File: config.mk
export PLATFORM = sky130hd
export DESIGN_NAME = dma_channel_control
export DESIGN_NICKNAME = d
export VERILOG_FILES = /design/src/rtl/dma_ctrl_pkg.sv /design/src/rtl/dma_channel_control.sv /design/src/rtl/chan_state.sv /design/src/rtl/prio_arbiter.sv
export SDC_FILE = /design/constraint.sdc
export NUM_CORES = 1
export LEC_CHECK = 0
export ABC_AREA = 1
export BUFFER_PORTS_ARGS = -buffer_cell sky130_fd_sc_hd__buf_2
export CORE_MARGIN = 2
export CORE_UTILIZATION = 59
export DETAILED_ROUTE_END_ITERATION = 6
export PLACE_DENSITY_LB_ADDON = 0.08
export SYNTH_ARGS = -nofsm -noshare
export SYNTH_HDL_FRONTEND = slang
export SYNTH_HIERARCHICAL = 1
export SYNTH_SLANG_ARGS = --single-unit
File: constraint.sdc
create_clock -name clk -period 3.5 [get_ports clk]
set_input_delay 0.525 -clock clk [delete_from_list [all_inputs] [get_ports clk]]
set_output_delay 0.525 -clock clk [all_outputs]
set_load 0.03 [all_outputs]
File: src/rtl/dma_ctrl_pkg.sv
// constants, field layout and carrier types for the dma channel control
// assumes a 32-bit axi4-lite slave and up to eight channels
package dma_ctrl_pkg;

  ////////////////////////////////////////////////////////////////////////////
  // register map (byte addresses)
  localparam int unsigned ADDR_W = 8;
  localparam logic [7:0] CTRL_BASE_OFS = 8'h00;
  localparam logic [7:0] IRQ_STAT_OFS = 8'h40;
  localparam logic [7:0] IRQ_MASK_OFS = 8'h44;
  localparam int unsigned MAX_CH = 8;

  ////////////////////////////////////////////////////////////////////////////
  // channel_control field positions
  localparam int unsigned BIT_ACTIVE = 15;
  localparam int unsigned BIT_CHAIN_DIR = 8;
  localparam int unsigned BIT_ON = 7;
  localparam int unsigned BIT_ACCEPT_OFF = 6;
  localparam int unsigned BIT_CHAIN_ALLOW = 5;
  localparam int unsigned BIT_AUTO_REARM = 4;
  localparam int unsigned BIT_EVENT_SEEN = 2;
  localparam int unsigned PRIO_LSB = 0;
  localparam int unsigned PRIO_W = 2;

  // interrupt layout: done events in the low byte, aborts in the next
  localparam int unsigned IRQ_DONE_LSB = 0;
  localparam int unsigned IRQ_ABORT_LSB = 8;
  localparam logic [31:0] IRQ_RESET = 32'h0000_0000;

  ////////////////////////////////////////////////////////////////////////////
  // bus responses
  localparam logic [1:0] RESP_OKAY = 2'h0;
  localparam logic [1:0] RESP_SLVERR = 2'h2;

  ////////////////////////////////////////////////////////////////////////////
  // carrier types
  typedef struct packed {
    logic chain_dir;
    logic on;
    logic accept_off;
    logic chain_allow;
    logic auto_rearm;
    logic [PRIO_W-1:0] prio;
  } ctrl_t;

  localparam ctrl_t CTRL_RESET = 7'h00;

  typedef struct packed {
    logic start;
    logic abort;
    logic done;
    logic done_from_lower_idx;
    logic done_from_higher_idx;
    logic txn_busy;
  } chan_in_t;

  typedef enum logic [0:0] {
    WR_COLLECT = 1'b0,
    WR_RESP = 1'b1
  } wr_state_t;

  typedef enum logic [0:0] {
    RD_IDLE = 1'b0,
    RD_RESP = 1'b1
  } rd_state_t;

endpackage : dma_ctrl_pkg

File: src/rtl/dma_channel_control.sv
// dma channel control: per-channel control registers, arbitration and
// interrupt status behind an axi4-lite slave
// assumes start, abort, engine_busy and block_done come from logic on clk
`timescale 1ns/1ps
`default_nettype none

// Functional notes
// [RULE1] channel_active reads on or engine still busy
// [RULE2] chain_direction picks which neighbour's completion enables
// [RULE3] direction matters only while chain_allow set
// [RULE4] channel_on enables, clearing disables
// [RULE5] accept_events_when_off lets events register while off
// [RULE6] chain_allow gates all chaining
// [RULE7] without auto_rearm, completion clears channel_on
// [RULE8] event_seen set by a registered event
// [RULE9] channel_priority value is arbitration priority
// [RULE10] active held until current transaction ends
// [RULE11] unimplemented bits ignore writes, read zero
// [RULE12] highest priority wins, ties to lowest index
module dma_channel_control #(
  parameter int unsigned NUM_CH = 4
) (
  // clock and reset
  input wire logic clk,
  input wire logic rst,
  // axi4-lite write address
  input wire logic s_axi_awvalid,
  output logic s_axi_awready,
  input wire logic [dma_ctrl_pkg::ADDR_W-1:0] s_axi_awaddr,
  input wire logic [2:0] s_axi_awprot,
  // axi4-lite write data
  input wire logic s_axi_wvalid,
  output logic s_axi_wready,
  input wire logic [31:0] s_axi_wdata,
  input wire logic [3:0] s_axi_wstrb,
  // axi4-lite write response
  output logic s_axi_bvalid,
  input wire logic s_axi_bready,
  output logic [1:0] s_axi_bresp,
  // axi4-lite read address
  input wire logic s_axi_arvalid,
  output logic s_axi_arready,
  input wire logic [dma_ctrl_pkg::ADDR_W-1:0] s_axi_araddr,
  input wire logic [2:0] s_axi_arprot,
  // axi4-lite read data
  output logic s_axi_rvalid,
  input wire logic s_axi_rready,
  output logic [31:0] s_axi_rdata,
  output logic [1:0] s_axi_rresp,
  // channel events
  input wire logic [NUM_CH-1:0] start_evt,
  input wire logic [NUM_CH-1:0] abort_evt,
  // data engine
  output logic [NUM_CH-1:0] grant,
  input wire logic engine_busy,
  input wire logic [NUM_CH-1:0] block_done,
  // interrupt
  output logic irq
);

  ////////////////////////////////////////////////////////////////////////////
  // state

  typedef struct packed {
    dma_ctrl_pkg::wr_state_t wr_st;
    dma_ctrl_pkg::rd_state_t rd_st;
    logic aw_got;
    logic w_got;
    logic [dma_ctrl_pkg::ADDR_W-1:0] awaddr;
    logic [31:0] wdata;
    logic [3:0] wstrb;
    logic [1:0] bresp;
    logic [31:0] rdata;
    logic [1:0] rresp;
    logic [31:0] irq_stat;
    logic [31:0] irq_mask;
    logic [NUM_CH-1:0] grant;
    logic irq;
  } top_st_t;

  top_st_t st_r;
  top_st_t st_nxt;

  // per-channel wiring
  logic [31:0] ctrl_rd [NUM_CH];
  logic [NUM_CH-1:0] ch_req;
  logic [NUM_CH-1:0] ch_abort;
  logic [NUM_CH-1:0] wr_sel;
  logic [NUM_CH-1:0] wr_lo;
  logic [NUM_CH-1:0] wr_hi;
  logic [2*NUM_CH-1:0] ch_prio;
  logic [NUM_CH-1:0] arb_grant;
  dma_ctrl_pkg::chan_in_t cin [NUM_CH];

  // write-path decode
  logic wr_exec;
  logic wr_stat;
  logic wr_mask;
  logic wr_hit;
  logic [31:0] wr_bytes;

  // read-path decode
  logic [31:0] rd_val;
  logic rd_hit;

  // interrupt events
  logic [31:0] irq_set;
  logic [31:0] irq_impl;

  ////////////////////////////////////////////////////////////////////////////
  // channels

  for (genvar i = 0; i < NUM_CH; i++) begin : g_ch
    localparam logic [7:0] CH_OFS =
        dma_ctrl_pkg::CTRL_BASE_OFS + 8'(4 * i);

    assign wr_sel[i] = (st_r.awaddr == CH_OFS);
    assign wr_lo[i] = wr_exec & wr_sel[i] & st_r.wstrb[0];
    assign wr_hi[i] = wr_exec & wr_sel[i] & st_r.wstrb[1];

    assign cin[i].start = start_evt[i];
    assign cin[i].abort = abort_evt[i];
    assign cin[i].done = block_done[i];
    // engine busy on this channel keeps its active bit up
    assign cin[i].txn_busy = engine_busy & st_r.grant[i]; // [RULE10]

    // the end channels have no neighbour on one side: tie that input off
    if (i > 0) begin : g_lo
      assign cin[i].done_from_lower_idx = block_done[i-1];
    end else begin : g_lo0
      assign cin[i].done_from_lower_idx = 1'b0;
    end
    if (i < NUM_CH - 1) begin : g_hi
      assign cin[i].done_from_higher_idx = block_done[i+1];
    end else begin : g_hin
      assign cin[i].done_from_higher_idx = 1'b0;
    end

    assign ch_prio[2*i +: 2] =
        ctrl_rd[i][dma_ctrl_pkg::PRIO_LSB +: dma_ctrl_pkg::PRIO_W];

    chan_state u_chan (
      .clk(clk),
      .rst(rst),
      .wr_lo(wr_lo[i]),
      .wr_hi(wr_hi[i]),
      .wdata(st_r.wdata[15:0]),
      .cin(cin[i]),
      .ctrl_rd(ctrl_rd[i]),
      .req(ch_req[i]),
      .abort_taken(ch_abort[i])
    );
  end

  prio_arbiter #(
    .N(NUM_CH)
  ) u_arb (
    .req(ch_req),
    .prio(ch_prio),
    .grant(arb_grant)
  );

  ////////////////////////////////////////////////////////////////////////////
  // address decode
  // an address that maps to nothing still completes, with SLVERR, so a
  // stray access never hangs the master; the protection bits are taken
  // but not checked, every register is open to any master

  assign wr_exec = (st_r.wr_st == dma_ctrl_pkg::WR_COLLECT) &
                   st_r.aw_got & st_r.w_got;
  assign wr_stat = (st_r.awaddr == dma_ctrl_pkg::IRQ_STAT_OFS);
  assign wr_mask = (st_r.awaddr == dma_ctrl_pkg::IRQ_MASK_OFS);
  assign wr_hit = wr_stat | wr_mask | (|wr_sel);

  always_comb begin
    for (int b = 0; b < 4; b++) begin
      wr_bytes[8*b +: 8] = {8{st_r.wstrb[b]}};
    end
  end

  always_comb begin
    rd_val = 32'h0000_0000;
    rd_hit = 1'b0;
    for (int i = 0; i < NUM_CH; i++) begin
      if (s_axi_araddr == dma_ctrl_pkg::CTRL_BASE_OFS + 8'(4 * i)) begin
        rd_val = ctrl_rd[i];
        rd_hit = 1'b1;
      end
    end
    if (s_axi_araddr == dma_ctrl_pkg::IRQ_STAT_OFS) begin
      rd_val = st_r.irq_stat;
      rd_hit = 1'b1;
    end
    if (s_axi_araddr == dma_ctrl_pkg::IRQ_MASK_OFS) begin
      rd_val = st_r.irq_mask;
      rd_hit = 1'b1;
    end
  end

  ////////////////////////////////////////////////////////////////////////////
  // interrupt sources: one done bit and one abort bit per channel
  // only implemented bits can be masked on, so no dead bit holds irq up

  always_comb begin
    irq_set = 32'h0000_0000;
    irq_impl = 32'h0000_0000;
    for (int i = 0; i < NUM_CH; i++) begin
      irq_set[dma_ctrl_pkg::IRQ_DONE_LSB + i] = block_done[i];
      irq_set[dma_ctrl_pkg::IRQ_ABORT_LSB + i] = ch_abort[i];
      irq_impl[dma_ctrl_pkg::IRQ_DONE_LSB + i] = 1'b1;
      irq_impl[dma_ctrl_pkg::IRQ_ABORT_LSB + i] = 1'b1;
    end
  end

  ////////////////////////////////////////////////////////////////////////////
  // next state

  always_comb begin
    st_nxt = st_r;

    // write channel: address and data may arrive in either order
    // the write then runs from the captured copy one cycle later, which
    // keeps the register update off the bus inputs' timing path
    case (st_r.wr_st)
      dma_ctrl_pkg::WR_COLLECT: begin
        if (s_axi_awvalid && !st_r.aw_got) begin
          st_nxt.aw_got = 1'b1;
          st_nxt.awaddr = s_axi_awaddr;
        end
        if (s_axi_wvalid && !st_r.w_got) begin
          st_nxt.w_got = 1'b1;
          st_nxt.wdata = s_axi_wdata;
          st_nxt.wstrb = s_axi_wstrb;
        end
        if (wr_exec) begin
          st_nxt.aw_got = 1'b0;
          st_nxt.w_got = 1'b0;
          st_nxt.bresp = wr_hit ? dma_ctrl_pkg::RESP_OKAY
                                : dma_ctrl_pkg::RESP_SLVERR;
          st_nxt.wr_st = dma_ctrl_pkg::WR_RESP;
        end
      end
      dma_ctrl_pkg::WR_RESP: begin
        if (s_axi_bready) begin
          st_nxt.wr_st = dma_ctrl_pkg::WR_COLLECT;
        end
      end
      default: begin
        st_nxt.wr_st = dma_ctrl_pkg::WR_COLLECT;
      end
    endcase

    // read channel: data registered one cycle after the address; the
    // channel bits are taken at the handshake edge, so a read racing a
    // hardware update returns the value from before it
    case (st_r.rd_st)
      dma_ctrl_pkg::RD_IDLE: begin
        if (s_axi_arvalid) begin
          st_nxt.rdata = rd_val;
          st_nxt.rresp = rd_hit ? dma_ctrl_pkg::RESP_OKAY
                                : dma_ctrl_pkg::RESP_SLVERR;
          st_nxt.rd_st = dma_ctrl_pkg::RD_RESP;
        end
      end
      dma_ctrl_pkg::RD_RESP: begin
        if (s_axi_rready) begin
          st_nxt.rd_st = dma_ctrl_pkg::RD_IDLE;
        end
      end
      default: begin
        st_nxt.rd_st = dma_ctrl_pkg::RD_IDLE;
      end
    endcase

    // mask: only bits with a source behind them are writable
    if (wr_exec && wr_mask) begin
      st_nxt.irq_mask = (st_r.irq_mask & ~wr_bytes) |
                        (st_r.wdata & wr_bytes & irq_impl);
    end

    // status: write one to clear, a new event in the same cycle wins
    if (wr_exec && wr_stat) begin
      st_nxt.irq_stat = st_r.irq_stat & ~(st_r.wdata & wr_bytes);
    end
    st_nxt.irq_stat = st_nxt.irq_stat | irq_set;

    // the grant only moves between transactions, so clearing channel_on
    // mid-transfer lets the engine finish its beat first
    if (!engine_busy) begin
      st_nxt.grant = arb_grant; // [RULE10]
    end

    // irq is a flop fed from the next status and mask, so it moves on the
    // same edge as the bits behind it and never glitches on the pin
    st_nxt.irq = |(st_nxt.irq_stat & st_nxt.irq_mask);
  end

  ////////////////////////////////////////////////////////////////////////////
  // registers

  always_ff @(posedge clk) begin
    if (rst) begin
      st_r <= '{
        wr_st: dma_ctrl_pkg::WR_COLLECT,
        rd_st: dma_ctrl_pkg::RD_IDLE,
        aw_got: 1'b0,
        w_got: 1'b0,
        awaddr: '0,
        wdata: 32'h0000_0000,
        wstrb: 4'h0,
        bresp: dma_ctrl_pkg::RESP_OKAY,
        rdata: 32'h0000_0000,
        rresp: dma_ctrl_pkg::RESP_OKAY,
        irq_stat: dma_ctrl_pkg::IRQ_RESET,
        irq_mask: dma_ctrl_pkg::IRQ_RESET,
        grant: '0,
        irq: 1'b0
      };
    end else begin
      st_r <= st_nxt;
    end
  end

  ////////////////////////////////////////////////////////////////////////////
  // outputs
  // the readys are decoded from state, so a capture drops them at once
  // and no second beat can slip in behind it

  assign s_axi_awready = (st_r.wr_st == dma_ctrl_pkg::WR_COLLECT) &
                         ~st_r.aw_got;
  assign s_axi_wready = (st_r.wr_st == dma_ctrl_pkg::WR_COLLECT) &
                        ~st_r.w_got;
  assign s_axi_bvalid = (st_r.wr_st == dma_ctrl_pkg::WR_RESP);
  assign s_axi_bresp = st_r.bresp;
  assign s_axi_arready = (st_r.rd_st == dma_ctrl_pkg::RD_IDLE);
  assign s_axi_rvalid = (st_r.rd_st == dma_ctrl_pkg::RD_RESP);
  assign s_axi_rdata = st_r.rdata;
  assign s_axi_rresp = st_r.rresp;
  assign grant = st_r.grant;
  assign irq = st_r.irq;

endmodule : dma_channel_control
`default_nettype wire

File: src/rtl/chan_state.sv
// one channel's control bits and its pending event
// assumes event and engine inputs are on clk already
`timescale 1ns/1ps
`default_nettype none
module chan_state (
  // clock and reset
  input wire logic clk,
  input wire logic rst,
  // software write, byte lanes 0 and 1
  input wire logic wr_lo,
  input wire logic wr_hi,
  input wire logic [15:0] wdata,
  // hardware events
  input wire dma_ctrl_pkg::chan_in_t cin,
  // outputs
  output logic [31:0] ctrl_rd,
  output logic req,
  output logic abort_taken
);

  typedef struct packed {
    dma_ctrl_pkg::ctrl_t ctrl;
    logic seen;
  } chan_st_t;

  chan_st_t st_r;
  chan_st_t st_nxt;
  logic accept;
  logic chain_hit;

  ////////////////////////////////////////////////////////////////////////////
  always_comb begin
    st_nxt = st_r;
    accept = st_r.ctrl.on | st_r.ctrl.accept_off; // [RULE5]
    chain_hit = st_r.ctrl.chain_allow & (st_r.ctrl.chain_dir ? // [RULE3]
        cin.done_from_higher_idx : cin.done_from_lower_idx); // [RULE2]
    abort_taken = cin.abort & accept;
    if (wr_lo) begin
      st_nxt.ctrl.on = wdata[dma_ctrl_pkg::BIT_ON]; // [RULE4]
      st_nxt.ctrl.accept_off = wdata[dma_ctrl_pkg::BIT_ACCEPT_OFF];
      st_nxt.ctrl.chain_allow = wdata[dma_ctrl_pkg::BIT_CHAIN_ALLOW];
      st_nxt.ctrl.auto_rearm = wdata[dma_ctrl_pkg::BIT_AUTO_REARM];
      st_nxt.ctrl.prio = wdata[dma_ctrl_pkg::PRIO_LSB +:
                               dma_ctrl_pkg::PRIO_W];
    end
    if (wr_hi) begin
      st_nxt.ctrl.chain_dir = wdata[dma_ctrl_pkg::BIT_CHAIN_DIR];
    end
    // hardware beats a software write landing in the same cycle
    if (cin.done && !st_r.ctrl.auto_rearm) begin
      st_nxt.ctrl.on = 1'b0; // [RULE7]
    end
    if (chain_hit) begin
      st_nxt.ctrl.on = 1'b1; // [RULE6]
    end
    if (cin.done || abort_taken) begin
      st_nxt.seen = 1'b0;
    end
    // a start in the clearing cycle is kept: set wins
    if (cin.start && accept) begin
      st_nxt.seen = 1'b1; // [RULE8]
    end
  end

  always_ff @(posedge clk) begin
    if (rst) begin
      st_r <= '{ctrl: dma_ctrl_pkg::CTRL_RESET, seen: 1'b0};
    end else begin
      st_r <= st_nxt;
    end
  end

  ////////////////////////////////////////////////////////////////////////////
  assign req = st_r.ctrl.on & st_r.seen;

  always_comb begin
    ctrl_rd = 32'h0000_0000; // [RULE11]
    // busy stays up while the engine finishes a granted beat
    ctrl_rd[dma_ctrl_pkg::BIT_ACTIVE] = st_r.ctrl.on | cin.txn_busy; // [RULE1]
    ctrl_rd[dma_ctrl_pkg::BIT_CHAIN_DIR] = st_r.ctrl.chain_dir;
    ctrl_rd[dma_ctrl_pkg::BIT_ON] = st_r.ctrl.on;
    ctrl_rd[dma_ctrl_pkg::BIT_ACCEPT_OFF] = st_r.ctrl.accept_off;
    ctrl_rd[dma_ctrl_pkg::BIT_CHAIN_ALLOW] = st_r.ctrl.chain_allow;
    ctrl_rd[dma_ctrl_pkg::BIT_AUTO_REARM] = st_r.ctrl.auto_rearm;
    ctrl_rd[dma_ctrl_pkg::BIT_EVENT_SEEN] = st_r.seen;
    ctrl_rd[dma_ctrl_pkg::PRIO_LSB +: dma_ctrl_pkg::PRIO_W] = st_r.ctrl.prio;
  end

endmodule : chan_state
`default_nettype wire

File: src/rtl/prio_arbiter.sv
// combinational priority arbiter, one-hot grant
// assumes the caller registers the grant
`timescale 1ns/1ps
`default_nettype none
module prio_arbiter #(
  parameter int unsigned N = 4
) (
  // requests
  input wire logic [N-1:0] req,
  input wire logic [2*N-1:0] prio,
  // result
  output logic [N-1:0] grant
);

  logic found;
  logic [1:0] best;

  // scan high index to low so a tie lands on the lowest index
  always_comb begin
    found = 1'b0;
    best = 2'h0;
    grant = '0;
    for (int i = N - 1; i >= 0; i--) begin
      if (req[i] && (!found || prio[2*i +: 2] >= best)) begin
        found = 1'b1;
        best = prio[2*i +: 2]; // [RULE9]
        grant = '0;
        grant[i] = 1'b1; // [RULE12]
      end
    end
  end

endmodule : prio_arbiter
`default_nettype wire

* After elaboration in Yosys (flattened, before gate mapping)
Index checks and enable logic that the tools add are counted.
** Storage, ports and cells
- Output and inout bits :: 46
- Register bits :: 185
** Cells by class
- Mux-type cells :: 59
- Equality and inequality tests :: 10
- Bitwise operators :: 54
- Reductions and logical operators :: 51
- Magnitude comparators :: 3
** Operator list (count)
- 2-to-1 mux 32 bit :: 7
- bitwise AND 32 bit :: 4
- NOT 32 bit :: 2
- OR 32 x 12 -> 32 bit :: 2
- 2-to-1 mux 1 bit :: 35
- bitwise AND 1 bit :: 32
- == test 8 x 4 -> 1 bit (second input constant) :: 4
- == test 8 x 7 -> 1 bit (second input constant) :: 4
- OR reduction 32 bit :: 1
- 2-to-1 mux 6 bit :: 4
- == test 8 x 3 -> 1 bit (second input constant) :: 2
- logical NOT 8 bit :: 2
- 2-to-1 mux 16 bit :: 1
- 2-to-1 mux 4 bit :: 4
- logical AND 1 bit :: 15
- 2-to-1 mux 2 bit :: 6
- AND reduction 2 bit :: 6
- nonzero test 2 bit :: 6
- nonzero test 3 bit :: 4
- OR 1 bit :: 10
- logical NOT 1 bit :: 9
- logical OR 1 bit :: 7
- greater-or-equal comparator 2 bit :: 3
- NOT 1 bit :: 4
- other kinds (2) :: 3

* Logic depth before layout (Yosys ltp)
- Depth in word-level cells :: 14
- Mapped depth :: 26

* Hierarchy
The synthesis kept the hierarchy.
** By module, submodules not included
- dma_channel_control :: cells each 1137, area each 7714.9 um^2, instances 1
- chan_state :: cells each 75, area each 534.3 um^2, instances 4
- prio_arbiter :: cells each 50, area each 285.3 um^2, instances 1

* Worst setup path before layout
No wires, ideal clock.
- Path type :: reg2reg
- Start :: register g_ch[3].u_chan.st_r, in the netlist g_ch[3].u_chan/ctrl_rd[7]
- End :: register st_r, in the netlist grant[2]
- Stages on the path, launching flop included :: 25
- Data required time :: 3.429 ns
- Library setup time :: 0.071 ns
- Data arrival time :: 2.962 ns
- Setup slack :: 0.467 ns
- Path buffers :: 0
- Clock period less this slack :: 3.033 ns
- Path through :: dfxtp_1 nand2_1 inv_1 nand2_1 inv_1 ha_1 inv_1 nand2_1 nand2_1 nand2_1 nand2_1 nand2_1 and2_1 ha_1 o21ai_0 nand2_2 nand2_2 nand3_1 nand2_1 ha_1 o21ai_0 a31oi_4 nor2_1 nand2_1 a21oi_1
** On the way
- Longest elaborated chain between the ends :: 14
- Elaborated cells between the ends (all ways) :: 22
- Those cells by class :: order compare: 3; mux: 9; bitwise: 1; reduce/logical: 9
** RTL lines
- start, declared :: RTL line chan_state.sv:26 : chan_st_t st_r;
- start signal, assigned :: RTL line chan_state.sv:67 : st_r <= '{ctrl: dma_ctrl_pkg::CTRL_RESET, seen: 1'b0};
- start signal, assigned :: RTL line chan_state.sv:69 : st_r <= st_nxt;
- bitwise AND 1 bit * :: RTL line chan_state.sv:74 : assign req = st_r.ctrl.on & st_r.seen;
- net ch_req[3] :: RTL line dma_channel_control.sv:86 : logic [NUM_CH-1:0] ch_req;
- 2-to-1 mux 2 bit / 2-to-1 mux 1 bit (equally long branches) :: RTL line prio_arbiter.sv:24 : if (req[i] && (!found || prio[2*i +: 2] >= best)) begin
- greater-or-equal comparator 2 bit / logical NOT 1 bit (equally long branches) :: RTL line prio_arbiter.sv:24
- logical OR 1 bit :: RTL line prio_arbiter.sv:24
- logical AND 1 bit :: RTL line prio_arbiter.sv:24
- 2-to-1 mux 2 bit / 2-to-1 mux 1 bit (equally long branches) :: RTL line prio_arbiter.sv:24
- greater-or-equal comparator 2 bit / logical NOT 1 bit (equally long branches) :: RTL line prio_arbiter.sv:24
- logical OR 1 bit :: RTL line prio_arbiter.sv:24
- logical AND 1 bit :: RTL line prio_arbiter.sv:24
- 2-to-1 mux 2 bit / 2-to-1 mux 1 bit (equally long branches) :: RTL line prio_arbiter.sv:24
- greater-or-equal comparator 2 bit / logical NOT 1 bit (equally long branches) :: RTL line prio_arbiter.sv:24
- logical OR 1 bit :: RTL line prio_arbiter.sv:24
- logical AND 1 bit :: RTL line prio_arbiter.sv:24
- 2-to-1 mux 4 bit * :: RTL line prio_arbiter.sv:24
- net arb_grant[2] :: RTL line dma_channel_control.sv:92 : logic [NUM_CH-1:0] arb_grant;
- end signal, assigned :: RTL line dma_channel_control.sv:303 : st_r <= '{
- end signal, assigned :: RTL line dma_channel_control.sv:320 : st_r <= st_nxt;
- end, declared :: RTL line dma_channel_control.sv:81 : top_st_t st_r;
The timed path passes the listed nets; every way through them passes the cells marked *.
A chain may end at the register's enable or synchronous reset.

* Worst setup path after layout
- Start :: register g_ch[3].u_chan.st_r, in the netlist g_ch[3].u_chan/ctrl_rd[2]
- End :: register st_r, in the netlist grant[2]
The elaborated chain is that of the path after synthesis.

==> flow_metrics.py <==
metrics = {
    "route": {
        "drt_wl_total_um": 25550,
        "route.vias.total": 9254,
        "firstDrtPassIters": 5,
        "drc": 0,
        "drt_iter0_markers": 697,
        "wl_per_cell_um": 14.49,
        "ant_nets": 0,
        "drt-vias-per-instance": 5.246,
    },
    "critical_path": {
        "regToRegStartpoint": "g_ch[3].u_chan/ctrl_rd[2]$_SDFFE_PP0P_",
        "worst-path-buf-inv": 3,
        "arrival_ns": 3.47,
        "cp_common_cell": "nand2_1",
        "slowest_stage": "dfxtp_1",
        "critPathTopFamily": "simple AND/OR/NAND/NOR gates",
        "max_stage_delay_ns": 0.35,
        "path_class": "register to register",
        "reg2reg_to": "grant[2]$_SDFFE_PP0N_",
        "rrSetupSlack_ns": 0.39,
        "critical_path.endpoint_type": "register",
        "r2r_cells": 24,
        "critPathRequiredTime_ns": 3.87,
        "crit_path_cell_trace": "nand2_1 > inv_2 > nand2_1 > inv_1 > ha_1 > inv_1 > nand2_1 > nand2_1 > nand2_1 > nand2_2 > nand2_1 > and2_1 > ha_1 > o21ai_1 > nand2_2 > nand2_2 > nand3_1 > nand2_1 > ha_1 > o21ai_2 > a31oi_4 > nor2_1 > nand2_1 > a21oi_1",
        "critPathMaxFanout": 5,
        "worstSetupStartpointType": "register",
    },
    "power_and_ir_drop": {
        "max-vdd-ir-drop_v": 0.0003601,
        "power.density_nw_per_um2": 429.1,
        "power.total_mw": 4.651,
        "clkPwrFrac_pct": 42.9,
        "leakagePower_nw": 5.022,
        "p_seq_share_pct": 47.7,
        "power_frac_comb_pct": 9.3,
        "p_sw_share_pct": 25.66,
        "internal_power_mw": 3.458,
        "switchingPower_mw": 1.193,
    },
    "final_layout": {
        "area_growth_pct": 6.912,
        "n_antenna_cell": 0,
        "nFillCells": 1594,
        "mostFrequentLayoutCells": "nand2_1, nor2_1, dfxtp_1",
        "post_route_cells_drive_above_1_share_pct": 14.12,
        "final_common_cell": "nand2_1",
        "seq_area_sq_um": 3664,
        "nNetsFinal": 1616,
        "multi_input_area_sq_um": 4971,
    },
    "clocking": {
        "cts_tree": "done",
        "clk_pin_slew_ns": 0.07,
        "numCtsBuffers": 17,
        "cts-root-buf": "clkbuf_16",
        "cts_sinks": 183,
        "insertion_delay_ns": 0.44,
        "h-tree-depth": 4,
        "clockBufferDepth": 2,
        "cts_hold_buf": 0,
    },
    "floorplan": {
        "die-area_sq_um": 18250,
        "fp.dieW_um": 135.1,
        "start_util_pct": 60.70,
        "core_area_sq_um": 16700,
        "die_y_um": 135.1,
        "io_pins": 124,
        "rows": 47,
    },
    "sta": {
        "final.period_utilization_pct": 88.74,
        "final-setup-viol-count": 0,
        "rsz0062_at_grt": "no",
        "fin_crit_ns": 3.106,
        "tightest_slew_ns": 0.9586,
        "whs_ns": 0.3401,
        "fmax_mhz": 322.0,
        "finalSetupTns_ns": 0,
        "slew_violations": 0,
        "timing.final.hold_violations": 0,
        "relSlewSlack_pct": 35.94,
        "finClkSkew_ns": 0.006507,
    },
    "yosys": {
        "synth_cell_type_count": 39,
        "yosysTopAreaCell": "dfxtp_1",
        "synth_area_leaders": "dfxtp_1, nand2_1, buf_4, nor2_1, inv_1",
        "ys_warn_count": 6,
        "synth_area_sq_um": 10140,
        "avgSynthCellArea_sq_um": 6.817,
        "ys.flop_type": "dfxtp_1",
        "synthArstFlopShare_pct": 0,
        "synth_edf_count": 0,
        "syn_inst": 1487,
        "synth_top_area_share_pct": 36.14,
        "synth_seq_cells": 183,
        "yosysSeqAreaShare_pct": 36.14,
    },
    "placed_design": {
        "numPortBuffers": 115,
        "hpwlAfterDp_um": 17920,
        "gp_congestion": 0.8308,
    },
    "grt": {
        "grt_overflow_total": 0,
        "grt_max_degree": 82,
        "grt_pass1_vias": 8244,
        "grt_use_total_pct": 28.38,
        "antenna_found_initial": 0,
        "grt_pass1_wl_um": 40840,
    },
    "min_path": {
        "min_to": "st_r[126]$_SDFFE_PP0P_",
        "min_path_cells": 3,
        "hold_start": "s_axi_wdata[17]",
        "hold_path_class": "input pin to register",
    },
    "job": {
        "cap_violations": 0,
    },
    "run_status": {
        "status": "complete, no violations",
    },
}
## flip-flops by register name, indices dropped and copies added, names as in the netlist
signal	flops
s_axi_rresp	1
grant	4
g_ch.u_chan/ctrl_rd	32
s_axi_rvalid	1
irq	1
s_axi_bvalid	1
st_r	110
s_axi_bresp	1
s_axi_rdata	32
## logic make-up (layout without fill, tap and decap cells)
group	Yosys count	in the layout	synth area share [%]
flops	183	183	36.14
buf+inv	358	324	18.37
simple gates	633	633	26.17
other cells	5	96	0.1852
fa+ha+maj	6	6	0.7405
compound gates	302	302	18.40
## worst max-delay path by stage
| stage | from | endpoint | slack [ns] | cells after the start |
|---|---|---|---|---|
| after floorplan | g_ch[3].u_chan/ctrl_rd[7]$_SDFFE_PP0P_ | grant[2]$_SDFFE_PP0N_ | 0.47 | 24 |
| after global placement | g_ch[3].u_chan/ctrl_rd[2]$_SDFFE_PP0P_ | grant[2]$_SDFFE_PP0N_ | 0.25 | 24 |
| after detailed placement | g_ch[3].u_chan/ctrl_rd[2]$_SDFFE_PP0P_ | grant[2]$_SDFFE_PP0N_ | 0.16 | 24 |
| after CTS | g_ch[3].u_chan/ctrl_rd[2]$_SDFFE_PP0P_ | grant[2]$_SDFFE_PP0N_ | 0.13 | 24 |
| after global routing | g_ch[3].u_chan/ctrl_rd[2]$_SDFFE_PP0P_ | grant[2]$_SDFFE_PP0N_ | 0.02 | 24 |
| final | g_ch[3].u_chan/ctrl_rd[2]$_SDFFE_PP0P_ | grant[2]$_SDFFE_PP0N_ | 0.39 | 24 |
## layout make-up
class                      instances  share of cell area [%]
inverter                         156                   5.403
tap                              220                   2.540
clock inverter                     8                   1.120
sequential                       183                   33.80
clock buffer                      23                   4.410
timing repair buffer             137                   6.858
multi-input combinational       1037                   45.87
## through the flow
stage / setup WS, ns / cells / util [%] / area (sq um)
after CTS: 0.1308 / 1764 / 64.86 / 10830
final: 0.3940 / 1764 / 64.89 / 10840
after detailed placement: 0.1611 / 1733 / 61.27 / 10230
after floorplan: 0.4670 / 1578 / - / 10480
after global routing: 0.02385 / 1764 / 64.89 / 10840
after global placement: 0.2473 / 1733 / 61.27 / 10230
## power groups by stage
stage	clock, mW	combinational (mW)	sequential (mW)
after floorplan	0	0.394	2.23
after global placement	0	0.425	2.26
after detailed placement	0	0.432	2.27
after CTS	2.01	0.433	2.22
after global routing	2.10	0.485	2.23
final	2.00	0.434	2.22
## tightest hold or removal path, stage by stage
cell     delay (ns)
buf_2          0.07
o21ai_0        0.07
nor2_1         0.08
## Yosys cell counts (14+ instances only)
cell type and instances:
nand2_1 302, nor2_1 207, dfxtp_1 183, inv_1 145
buf_4 133, a21oi_1 103, o21ai_0 76, clkbuf_1 50
nand3_1 43, nor3_1 30, a22o_1 27, o31ai_1 19
a211oi_1 18, buf_2 15, a31oi_1 14
## metal layers
metal,track usage (%),routed length [um]
met1,35.62,11230
met5,0,0
met4,11.00,755
met2,48.84,12420
met3,4.730,1144
## repair_timing
| item | in CTS | in global routing |
|---|---|---|
| buffers inserted | 0 | 0 |
| endpoints found under the setup margin | 0 | 4 |
| gates resized for setup | 0 | 5 |
| hold endpoints to repair | 0 | 0 |
Power figures use the tool's default switching activity.
